**src/cfas_pkg.sv**
```systemverilog
// package: register map, field layout, reset values and line codes of the channel helper
package cfas_pkg;
  localparam int ADDR_W = 8;
  localparam int DATA_W = 32;
  localparam int STD_ID_W = 11;
  localparam int IDX_W = 8;
  localparam int LOW_W = 3;
  localparam int HOT_W = 8;
  // register byte offsets
  localparam logic [7:0] OFF_CTRL = 8'h00;
  localparam logic [7:0] OFF_STAT = 8'h04;
  localparam logic [7:0] OFF_WAKE = 8'h08;
  localparam logic [7:0] OFF_FILT = 8'h0c;
  // field positions
  localparam int CTRL_EN_BIT = 0;
  localparam int CTRL_MODE_LSB = 1;
  localparam int CTRL_TEST_LSB = 3;
  localparam int STAT_MODE_LSB = 0;
  localparam int STAT_SLEEP_BIT = 2;
  localparam int STAT_WAKE_BIT = 3;
  localparam int WAKE_EN_BIT = 0;
  localparam int FILT_HOT_LSB = 0;
  localparam int FILT_IDX_LSB = 8;
  // mode request codes in the control register
  localparam logic [1:0] REQ_OPERATE = 2'h0;
  localparam logic [1:0] REQ_RESET = 2'h1;
  localparam logic [1:0] REQ_HALT = 2'h2;
  localparam logic [1:0] REQ_SLEEP = 2'h3;
  // test mode select codes
  localparam logic [1:0] TEST_NONE = 2'h0;
  localparam logic [1:0] TEST_LISTEN = 2'h1;
  localparam logic [1:0] TEST_EXTLOOP = 2'h2;
  localparam logic [1:0] TEST_INTLOOP = 2'h3;
  // values after reset
  localparam logic RST_ENABLE = 1'b0;
  localparam logic RST_WAKE_EN = 1'b0;
  localparam logic [1:0] RST_TEST = 2'h0;
  localparam logic [10:0] RST_FILT_ID = 11'h000;
  // line levels and bus answers
  localparam logic BIT_RECESSIVE = 1'b1;
  localparam logic [1:0] RESP_OKAY = 2'h0;
  localparam logic [1:0] RESP_SLVERR = 2'h2;
  typedef enum logic [1:0] {CHAN_OPERATE, CHAN_RESET, CHAN_HALT, CHAN_SLEEP} cfas_chan_mode_t;
endpackage

```
**src/cfas_top.sv**
```systemverilog
// module: filter assist capture, sleep and wakeup control, test mode line routing
// Operation
// - each standard-ID reception outside sleep loads received ID into register
// - read gives ID index byte and one-hot
// - only standard 11-bit identifiers are captured
// - no channel clock, no activity in sleep
// - falling receive edge in sleep raises wakeup
// - leaving sleep restores prior reset or halt
// - test codes: listen, external, internal loop-back
// - listen-only receives, sends recessive, never starts
// - listen-only dominant bits looped back internally
// - external loop-back stores own returned frames
// - external loop-back generates its own acknowledge
// - internal loop-back feeds transmit to receive
// - internal loop-back ignores input, pin recessive
// - internal loop-back needs nothing on pins
//
// The register addresses and register access over AXI4-Lite were chosen for this implementation.
module cfas_top (
  input wire logic clk_sys,
  input wire logic rstn,
  input wire logic [cfas_pkg::ADDR_W-1:0] awaddr,
  input wire logic awvalid,
  output logic awready,
  input wire logic [31:0] wdata,
  input wire logic [3:0] wstrb,
  input wire logic wvalid,
  output logic wready,
  output logic [1:0] bresp,
  output logic bvalid,
  input wire logic bready,
  input wire logic [cfas_pkg::ADDR_W-1:0] araddr,
  input wire logic arvalid,
  output logic arready,
  output logic [31:0] rdata,
  output logic [1:0] rresp,
  output logic rvalid,
  input wire logic rready,
  input wire logic lineReceivePin,
  output logic lineTransmitPin,
  input wire logic engineTxBit,
  output logic engineRxBit,
  output logic engineTxStartAllow,
  output logic engineSelfAck,
  output logic engineStoreOwn,
  input wire logic rxFrameDone,
  input wire logic [10:0] rxFrameId,
  input wire logic rxFrameExtended,
  output logic chanClkEn,
  output logic chanResetMode,
  output logic chanHaltMode,
  output logic wakeupIrq
);
  //////////////////////////////////////////////////////////////////////////////
  // state
  typedef struct packed {
    logic rxSyncA;
    logic rxSyncB;
    logic rxPrev;
    logic enable;
    logic wakeEn;
    logic [1:0] testMode;
    cfas_pkg::cfas_chan_mode_t mode;
    cfas_pkg::cfas_chan_mode_t preSleep;
    logic [10:0] filtId;
    logic wakeFlag;
    logic wakePulse;
    logic txPin;
  } cfas_top_state_t;
  cfas_top_state_t st;
  cfas_top_state_t next_st;

  logic wrStrobe;
  logic [cfas_pkg::ADDR_W-1:0] wrAddr;
  logic [31:0] wrData;
  logic [3:0] wrStrb;
  logic wrErr;
  logic rdStrobe;
  logic [cfas_pkg::ADDR_W-1:0] rdAddr;
  logic [31:0] rdData;
  logic rdErr;
  logic lineActive;
  logic muxTxBit;
  logic [7:0] idOneHot;
  logic [7:0] idIndex;
  logic rxFall;
  logic wrCtrl;
  logic wrStat;
  logic wrWake;
  logic [1:0] reqMode;
  logic [1:0] modeCode;

  //////////////////////////////////////////////////////////////////////////////
  // register bus front end
  cfas_axil_slave u_bus (
    .clk_sys(clk_sys),
    .rstn(rstn),
    .awaddr(awaddr),
    .awvalid(awvalid),
    .awready(awready),
    .wdata(wdata),
    .wstrb(wstrb),
    .wvalid(wvalid),
    .wready(wready),
    .bresp(bresp),
    .bvalid(bvalid),
    .bready(bready),
    .araddr(araddr),
    .arvalid(arvalid),
    .arready(arready),
    .rdata(rdata),
    .rresp(rresp),
    .rvalid(rvalid),
    .rready(rready),
    .wrStrobe(wrStrobe),
    .wrAddr(wrAddr),
    .wrData(wrData),
    .wrStrb(wrStrb),
    .wrErr(wrErr),
    .rdStrobe(rdStrobe),
    .rdAddr(rdAddr),
    .rdData(rdData),
    .rdErr(rdErr)
  );

  //////////////////////////////////////////////////////////////////////////////
  // line routing per test mode
  cfas_line_mux u_mux (
    .testMode(st.testMode),
    .lineActive(lineActive),
    .engineTxBit(engineTxBit),
    .lineRxBit(st.rxSyncB),
    .lineTxBit(muxTxBit),
    .engineRxBit(engineRxBit),
    .selfAck(engineSelfAck),
    .storeOwn(engineStoreOwn),
    .txStartAllow(engineTxStartAllow)
  );

  //////////////////////////////////////////////////////////////////////////////
  // helpers

  // current mode as its request code
  function automatic logic [1:0] cfas_mode_code(input cfas_pkg::cfas_chan_mode_t m);
    logic [1:0] code;
    code = cfas_pkg::REQ_OPERATE;
    unique case (m)
      cfas_pkg::CHAN_OPERATE: code = cfas_pkg::REQ_OPERATE;
      cfas_pkg::CHAN_RESET: code = cfas_pkg::REQ_RESET;
      cfas_pkg::CHAN_HALT: code = cfas_pkg::REQ_HALT;
      cfas_pkg::CHAN_SLEEP: code = cfas_pkg::REQ_SLEEP;
    endcase
    return code;
  endfunction

  // request code to awake mode
  function automatic cfas_pkg::cfas_chan_mode_t cfas_awake_mode(input logic [1:0] code);
    cfas_pkg::cfas_chan_mode_t m;
    m = cfas_pkg::CHAN_RESET;
    unique case (code)
      cfas_pkg::REQ_OPERATE: m = cfas_pkg::CHAN_OPERATE;
      cfas_pkg::REQ_RESET: m = cfas_pkg::CHAN_RESET;
      cfas_pkg::REQ_HALT: m = cfas_pkg::CHAN_HALT;
      cfas_pkg::REQ_SLEEP: m = cfas_pkg::CHAN_SLEEP;
    endcase
    return m;
  endfunction

  // one-hot decode of the three low identifier bits
  for (genvar g = 0; g < cfas_pkg::HOT_W; g++) begin : gOneHot
    assign idOneHot[g] = (st.filtId[cfas_pkg::LOW_W-1:0] == 3'(g));
  end
  assign idIndex = st.filtId[cfas_pkg::STD_ID_W-1:cfas_pkg::LOW_W];

  //////////////////////////////////////////////////////////////////////////////
  // decode and outputs
  assign wrCtrl = wrStrobe && (wrAddr == cfas_pkg::OFF_CTRL);
  assign wrStat = wrStrobe && (wrAddr == cfas_pkg::OFF_STAT);
  assign wrWake = wrStrobe && (wrAddr == cfas_pkg::OFF_WAKE);
  assign reqMode = wrData[cfas_pkg::CTRL_MODE_LSB +: 2];
  assign modeCode = cfas_mode_code(st.mode);
  assign lineActive = st.enable && (st.mode == cfas_pkg::CHAN_OPERATE);
  assign rxFall = st.rxPrev && !st.rxSyncB;
  assign chanClkEn = (st.mode != cfas_pkg::CHAN_SLEEP);
  assign chanResetMode = (st.mode == cfas_pkg::CHAN_RESET);
  assign chanHaltMode = (st.mode == cfas_pkg::CHAN_HALT);
  assign lineTransmitPin = st.txPin;
  assign wakeupIrq = st.wakePulse;

  // unmapped offsets answer with an error, known ones accept any write
  always_comb begin
    wrErr = 1'b1;
    if (wrAddr == cfas_pkg::OFF_CTRL || wrAddr == cfas_pkg::OFF_STAT ||
        wrAddr == cfas_pkg::OFF_WAKE || wrAddr == cfas_pkg::OFF_FILT) begin
      wrErr = 1'b0;
    end
  end

  // read mux, reserved bits read zero
  always_comb begin
    rdData = 32'h0000_0000;
    rdErr = 1'b0;
    unique case (rdAddr)
      cfas_pkg::OFF_CTRL: begin
        rdData[cfas_pkg::CTRL_EN_BIT] = st.enable;
        rdData[cfas_pkg::CTRL_MODE_LSB +: 2] = modeCode;
        rdData[cfas_pkg::CTRL_TEST_LSB +: 2] = st.testMode;
      end
      cfas_pkg::OFF_STAT: begin
        rdData[cfas_pkg::STAT_MODE_LSB +: 2] = modeCode;
        rdData[cfas_pkg::STAT_SLEEP_BIT] = (st.mode == cfas_pkg::CHAN_SLEEP);
        rdData[cfas_pkg::STAT_WAKE_BIT] = st.wakeFlag;
      end
      cfas_pkg::OFF_WAKE: begin
        rdData[cfas_pkg::WAKE_EN_BIT] = st.wakeEn;
      end
      cfas_pkg::OFF_FILT: begin
        rdData[cfas_pkg::FILT_IDX_LSB +: cfas_pkg::IDX_W] = idIndex;
        rdData[cfas_pkg::FILT_HOT_LSB +: cfas_pkg::HOT_W] = idOneHot;
      end
      default: begin
        rdErr = 1'b1;
      end
    endcase
  end

  //////////////////////////////////////////////////////////////////////////////
  // next state
  always_comb begin
    next_st = st;
    next_st.wakePulse = 1'b0;
    // receive pin synchroniser, runs on the system clock in every mode
    next_st.rxSyncA = lineReceivePin;
    next_st.rxSyncB = st.rxSyncA;
    next_st.rxPrev = st.rxSyncB;
    // pin driven from the routing, recessive outside operation
    next_st.txPin = muxTxBit;
    // control register: enable bit and mode request
    if (wrCtrl && wrStrb[0]) begin
      next_st.enable = wrData[cfas_pkg::CTRL_EN_BIT];
      if (st.mode == cfas_pkg::CHAN_SLEEP) begin
        if (reqMode != cfas_pkg::REQ_SLEEP) begin
          next_st.mode = st.preSleep;
        end
      end else if (reqMode == cfas_pkg::REQ_SLEEP) begin
        if (st.mode == cfas_pkg::CHAN_RESET || st.mode == cfas_pkg::CHAN_HALT) begin
          next_st.preSleep = st.mode;
          next_st.mode = cfas_pkg::CHAN_SLEEP;
        end
      end else begin
        next_st.mode = cfas_awake_mode(reqMode);
      end
      // test select only taken while halted
      if (st.mode == cfas_pkg::CHAN_HALT) begin
        next_st.testMode = wrData[cfas_pkg::CTRL_TEST_LSB +: 2];
      end
    end
    // wakeup enable
    if (wrWake && wrStrb[0]) begin
      next_st.wakeEn = wrData[cfas_pkg::WAKE_EN_BIT];
    end
    // wakeup flag: write one clears, a new edge in the same cycle wins
    if (wrStat && wrStrb[0] && wrData[cfas_pkg::STAT_WAKE_BIT]) begin
      next_st.wakeFlag = 1'b0;
    end
    if (st.mode == cfas_pkg::CHAN_SLEEP && rxFall) begin
      next_st.wakeFlag = 1'b1;
      next_st.wakePulse = st.wakeEn && st.enable;
    end
    // filter assist capture, frozen while asleep
    if (rxFrameDone && !rxFrameExtended && st.mode != cfas_pkg::CHAN_SLEEP) begin
      next_st.filtId = rxFrameId;
    end
  end

  //////////////////////////////////////////////////////////////////////////////
  // state register
  always_ff @(posedge clk_sys or negedge rstn) begin
    if (!rstn) begin
      st.rxSyncA <= cfas_pkg::BIT_RECESSIVE;
      st.rxSyncB <= cfas_pkg::BIT_RECESSIVE;
      st.rxPrev <= cfas_pkg::BIT_RECESSIVE;
      st.enable <= cfas_pkg::RST_ENABLE;
      st.wakeEn <= cfas_pkg::RST_WAKE_EN;
      st.testMode <= cfas_pkg::RST_TEST;
      st.mode <= cfas_pkg::CHAN_RESET;
      st.preSleep <= cfas_pkg::CHAN_RESET;
      st.filtId <= cfas_pkg::RST_FILT_ID;
      st.wakeFlag <= 1'b0;
      st.wakePulse <= 1'b0;
      st.txPin <= cfas_pkg::BIT_RECESSIVE;
    end else begin
      st <= next_st;
    end
  end
endmodule // cfas_top

```
**src/cfas_line_mux.sv**
```systemverilog
// module: routes the line pins and the protocol engine bits for each test mode
module cfas_line_mux (
  input wire logic [1:0] testMode,
  input wire logic lineActive,
  input wire logic engineTxBit,
  input wire logic lineRxBit,
  output logic lineTxBit,
  output logic engineRxBit,
  output logic selfAck,
  output logic storeOwn,
  output logic txStartAllow
);
  // per-mode routing, recessive on the pin whenever the channel is idle
  always_comb begin
    lineTxBit = cfas_pkg::BIT_RECESSIVE;
    engineRxBit = lineRxBit;
    selfAck = 1'b0;
    storeOwn = 1'b0;
    txStartAllow = lineActive;
    unique case (testMode)
      cfas_pkg::TEST_NONE: begin
        lineTxBit = lineActive ? engineTxBit : cfas_pkg::BIT_RECESSIVE;
      end
      cfas_pkg::TEST_LISTEN: begin
        engineRxBit = lineRxBit & engineTxBit;
        txStartAllow = 1'b0;
      end
      cfas_pkg::TEST_EXTLOOP: begin
        lineTxBit = lineActive ? engineTxBit : cfas_pkg::BIT_RECESSIVE;
        selfAck = 1'b1;
        storeOwn = 1'b1;
      end
      cfas_pkg::TEST_INTLOOP: begin
        engineRxBit = engineTxBit;
        selfAck = 1'b1;
        storeOwn = 1'b1;
      end
    endcase
    if (!lineActive) begin
      engineRxBit = cfas_pkg::BIT_RECESSIVE;
    end
  end
endmodule // cfas_line_mux

```
**src/cfas_axil_slave.sv**
```systemverilog
// module: AXI4-Lite slave front end giving one-cycle register strobes
module cfas_axil_slave (
  input wire logic clk_sys,
  input wire logic rstn,
  input wire logic [cfas_pkg::ADDR_W-1:0] awaddr,
  input wire logic awvalid,
  output logic awready,
  input wire logic [31:0] wdata,
  input wire logic [3:0] wstrb,
  input wire logic wvalid,
  output logic wready,
  output logic [1:0] bresp,
  output logic bvalid,
  input wire logic bready,
  input wire logic [cfas_pkg::ADDR_W-1:0] araddr,
  input wire logic arvalid,
  output logic arready,
  output logic [31:0] rdata,
  output logic [1:0] rresp,
  output logic rvalid,
  input wire logic rready,
  output logic wrStrobe,
  output logic [cfas_pkg::ADDR_W-1:0] wrAddr,
  output logic [31:0] wrData,
  output logic [3:0] wrStrb,
  input wire logic wrErr,
  output logic rdStrobe,
  output logic [cfas_pkg::ADDR_W-1:0] rdAddr,
  input wire logic [31:0] rdData,
  input wire logic rdErr
);
  typedef struct packed {
    logic awHeld;
    logic [cfas_pkg::ADDR_W-1:0] awAddr;
    logic wHeld;
    logic [31:0] wData;
    logic [3:0] wStrb;
    logic bValid;
    logic [1:0] bResp;
    logic rValid;
    logic [31:0] rData;
    logic [1:0] rResp;
  } cfas_axil_state_t;
  cfas_axil_state_t st;
  cfas_axil_state_t next_st;

  // channel handshakes and strobes toward the register file
  assign awready = !st.awHeld && !st.bValid;
  assign wready = !st.wHeld && !st.bValid;
  assign arready = !st.rValid;
  assign wrStrobe = st.awHeld && st.wHeld && !st.bValid;
  assign wrAddr = st.awAddr;
  assign wrData = st.wData;
  assign wrStrb = st.wStrb;
  assign rdStrobe = arvalid && !st.rValid;
  assign rdAddr = araddr;
  assign bvalid = st.bValid;
  assign bresp = st.bResp;
  assign rvalid = st.rValid;
  assign rdata = st.rData;
  assign rresp = st.rResp;

  // next state: hold address and data in either order, answer after both
  always_comb begin
    next_st = st;
    if (awvalid && awready) begin
      next_st.awHeld = 1'b1;
      next_st.awAddr = awaddr;
    end
    if (wvalid && wready) begin
      next_st.wHeld = 1'b1;
      next_st.wData = wdata;
      next_st.wStrb = wstrb;
    end
    if (wrStrobe) begin
      next_st.awHeld = 1'b0;
      next_st.wHeld = 1'b0;
      next_st.bValid = 1'b1;
      next_st.bResp = wrErr ? cfas_pkg::RESP_SLVERR : cfas_pkg::RESP_OKAY;
    end else if (st.bValid && bready) begin
      next_st.bValid = 1'b0;
    end
    if (rdStrobe) begin
      next_st.rValid = 1'b1;
      next_st.rData = rdData;
      next_st.rResp = rdErr ? cfas_pkg::RESP_SLVERR : cfas_pkg::RESP_OKAY;
    end else if (st.rValid && rready) begin
      next_st.rValid = 1'b0;
    end
  end

  // state register
  always_ff @(posedge clk_sys or negedge rstn) begin
    if (!rstn) begin
      st <= '0;
    end else begin
      st <= next_st;
    end
  end
endmodule // cfas_axil_slave

```
**config.mk**
```make
export PLATFORM = sky130hd
export DESIGN_NAME = cfas_top
export DESIGN_NICKNAME = d
export VERILOG_FILES = /design/src/cfas_pkg.sv /design/src/cfas_top.sv /design/src/cfas_line_mux.sv /design/src/cfas_axil_slave.sv
export SDC_FILE = /design/constraint.sdc
export NUM_CORES = 1
export LEC_CHECK = 0
export ABC_AREA = 0
export BUFFER_PORTS_ARGS = -buffer_cell sky130_fd_sc_hd__buf_2
export CAP_MARGIN = 20
export CORE_MARGIN = 3
export CORE_UTILIZATION = 24
export DETAILED_ROUTE_END_ITERATION = 16
export SYNTH_ARGS = -nofsm -noshare
export SYNTH_HDL_FRONTEND = slang
export SYNTH_HIERARCHICAL = 1
export SYNTH_SLANG_ARGS = --single-unit
```
**constraint.sdc**
```tcl
create_clock -name clk_sys -period 2.4 [get_ports clk_sys]
set_clock_uncertainty 0.15 [all_clocks]
set_input_delay 0.24 -clock clk_sys [delete_from_list [all_inputs] [get_ports clk_sys]]
set_output_delay 0.24 -clock clk_sys [all_outputs]
set_load 0.05 [all_outputs]
```
* After elaboration in Yosys (flattened, before gate mapping)
Index checks and enable logic that the tools add are counted.
Cells by class: equal/unequal tests 26, multiplexer cells 28, bitwise logic cells 2, reductions and logical operators 49
Operator list (count):
- two-way mux 37 bit | 1
- equality test 8 x 4 -> 1 bit, second input constant | 4
- logical AND 1 bit | 22
- equality test 8 x 3 -> 1 bit, second input constant | 2
- zero test 8 bit | 2
- equality test 2 bit, second input constant | 6
- equality test 3 bit, second input constant | 4
- two-way mux 1 bit | 12
- two-way mux 2 bit | 6
- two-way mux 11 bit | 1
- nonzero test 2 bit | 5
- two-way mux 9 bit | 1
- case mux 3 bit (3 select lines) | 1
- case mux 2 bit (4 select lines) | 1
- equality test 2 x 1 -> 1 bit, second input constant | 3
- equality test 3 x 2 -> 1 bit, second input constant | 2
- zero test 1 bit | 6
- zero test 2 bit | 3
- case mux 2 bit (3 select lines) | 1
- logical OR 1 bit | 4
- two-way mux 4 bit | 1
- != test 2 bit, second input constant | 2
- case mux 1 bit (2 select lines) | 2
- case mux 1 bit (4 select lines) | 1
- other kinds (11) | 12
Storage, ports and cells: flip-flop bits (word level) 93, input port bits 74, output and inout port bits 50, logic and storage cells 127

* Logic depth before layout (Yosys ltp)
word-level depth 7, mapped depth 6

* By module
The synthesis kept the hierarchy.
Modules (own cells, without submodules):
- cfas_axil_slave | times used 1, cells an instance 273, area each 3910.0 um^2, seq. area each 2052.0 um^2
- cfas_top | times used 1, cells an instance 124, area each 1383.8 um^2, seq. area each 633.1 um^2
- cfas_line_mux | times used 1, cells an instance 9, area each 46.3 um^2, seq. area each 0.0 um^2

* Least setup slack after synthesis
OpenSTA, ideal clock, no wires.
path kind flip-flop to output port, from reg st[17] in the netlist's numbering, to out engineTxStartAllow, arrival 1.914 ns, data required time 2.010 ns, setup slack 0.096 ns, stages on the path, launching flop included 5, buffers on the path 0, cells stage by stage dfrtp_1 > inv_1 > ha_1 > and2_1 > a21boi_0
Between the ends: longest elaborated chain between the ends 3
RTL lines:
- from (decl) | RTL line cfas_top.sv:70 | cfas_top_state_t st;
- from (signal assigned) | RTL line cfas_top.sv:293 | st <= next_st;
- zero test 2 bit | RTL line cfas_top.sv:182 | assign lineActive = st.enable && (st.mode == cfas_pkg::CHAN_OPERATE);
- logical AND 1 bit | RTL line cfas_top.sv:182
- net lineActive | RTL line cfas_top.sv:82 | logic lineActive;
- two-way mux 1 bit | RTL line cfas_line_mux.sv:20 | unique case (testMode)
- to (decl) | RTL line cfas_top.sv:43 | output logic engineTxStartAllow,
The timed path passes the listed nets, and every way through them passes these cells.

* Worst setup path in the final report
Same ends and word-level chain as after synthesis.

==> metrics <==
DR WL met2 between 3000 and 4000 um; Worst R2R Setup Slack roughly 400 ps; # port buffers slightly above 90; Max Fclk between 400 and 500 MHz; layout cells sized above 1 48.00%; Crit path largest cell delay ~410 ps; maximum VDD drop 0.6341 mV; RSZ-0062 raised after global routing no; Critical Path Start Type flip-flop; Area Overhead vs Synth 21.78%; max cap viols 0; final hold vios 0; relative slew slack roughly 48%; ant diodes 0; Reg-to-Reg End st[21]; Detail Placement HPWL about 6000 um; WP buf/inv 2; met3 WL ~460 um; H-tree Lvls 3; drt first pass iters 4; largest net degree at the start of global routing 41; boundary pin count approximately 120; Hold EP u_bus/wrAddr[4]; worst path arrival time approximately 1700 ps; CTS buffer count 9; max layer used met4; FILL cells around 1700; Tightest Pin Transition between 700 and 800 ps; CP endpoint kind primary output; Layout Nets about 470; clock latency on the worst-skew pair about 340 ps; Crit path required time about 2000 ps; via count of the routed design ~2400; deepest clock path buffer count 2; GRT Overall Usage under 10%; CP delay by family, top buffers and inverters; Mapped Cells approximately 320; Starting Density 24.62%; reg-to-reg startpoint u_bus/bvalid; CP Cell Sequence inv_1, ha_1, and2_1, a21boi_0, buf_2; Finished Layout Cells between 600 and 700; final setup fails 0; Routed WL 8001 um; Die Ht between 100 and 150 um; Post-Place Cells 571; commonest non-fill, non-tap cell in the layout buf_2; synthesized area per cell between 10 and 15 um^2; reg2reg path depth 5; hold wc startpoint awaddr[4]; met1 WL roughly 3500 um; DRC Markers 0; TritonCTS Sinks between 70 and 80; hold crit path type primary input to flip-flop; wire length per cell between 10 and 15 um; vias in the first global route about 2500; vias per std cell around 3.9; crit path kind flip-flop to primary output; outcome finished clean; Setup WS pre-CTS approximately 440 ps; Worst Setup Slack, final 291.3 ps; Root Buffer clkbuf_16; CTS clk-pin slew, worst paths ~60 ps; CTS tree yes; synth warn 6; Mapped Area 3940 um^2; GR Overflow Total 0; slowest stage cell on the critical path dfrtp_1; Final period util 87.86%; initial antenna violation count 0; P_leak 2.259 nW; Rows 46; most frequent cells in the layout buf_2, dfrtp_1, mux2_2; Post-DRT Antenna Nets 0; post-CTS setup buffer count 0; Placer Congestion ~0.7; first-pass GRT wire length between 10000 and 15000 um; setup TNS 0 ps; Hold Path Stages 2; core footprint ~16000 um^2; crit path time final around 2100 ps; Die Width approximately 130 um; pwr dens approximately 900 nW/um^2; Crit Path Max Fanout 4; Die ar. roughly 18000 um^2; Min Hold Slack around 8.5 ps; Slew Viols, Final 0; Starting DRT DRC Count 50
[per-stage QoR]
stage               total power, mW  utilization [%]  instance area [um^2]
global placement              2.946            26.35                  4215
CTS                           4.395            29.99                  4798
global route                  4.573            29.99                  4798
detailed placement            2.993            26.35                  4215
floorplan                     3.038                -                  4000
finish                        4.322            29.99                  4798
[per-layer routing]
metal	global-route usage, %	vias to the layer above
met5	0	-
met4	3.054	0
met3	3.413	11
met2	15.22	72
met1	11.46	1181
li1	-	1165
[flip-flops by register name, summed over array words and instances (netlist names)]
register	flops
st	13
next_st	2
u_bus/bvalid	1
u_bus/rvalid	1
u_bus/wrStrb	1
u_bus/rdata	32
u_bus/wrData	5
u_bus/rresp	1
lineTransmitPin	1
idIndex	8
u_bus/bresp	1
u_bus/st	2
u_bus/wrAddr	8
wakeupIrq	1
[power by group]
part	total (mW)	internal (mW)	switching, mW	leakage, nW
registers	1.79	1.56	0.226	0.945
logic	1.21	0.488	0.720	1.18
clock network	1.33	0.803	0.524	0.138
total	4.32	2.85	1.47	2.26
[what timing repair did]
action	4_1_cts	5_1_grt
resized for setup	0	0
hold endpoints to repair	64	0
hold buffers	29	0
[layout make-up]
class / count / area, um^2 / share of cell area, %
tap: 216 / 270.3 / 5.632
multi-input combinational: 174 / 1473 / 30.69
sequential: 77 / 1934 / 40.31
timing repair buffer: 125 / 798.3 / 16.64
clock inverter: 6 / 63.81 / 1.330
inverter: 8 / 30.03 / 0.6258
clock buffer: 10 / 229.0 / 4.772
[worst max path at each step]
stage / startpoint / endpoint / slack (ps) / cells past startpoint
after floorplan: st[17] / engineTxStartAllow / 100 / 4
after global placement: u_bus/bvalid / st[21] / 470 / 5
after detailed placement: u_bus/bvalid / st[21] / 440 / 5
after CTS: st[17] / engineTxStartAllow / 240 / 5
after global routing: st[17] / engineTxStartAllow / 180 / 5
final: st[17] / engineTxStartAllow / 290 / 5
(Power assumes the default switching activity.)
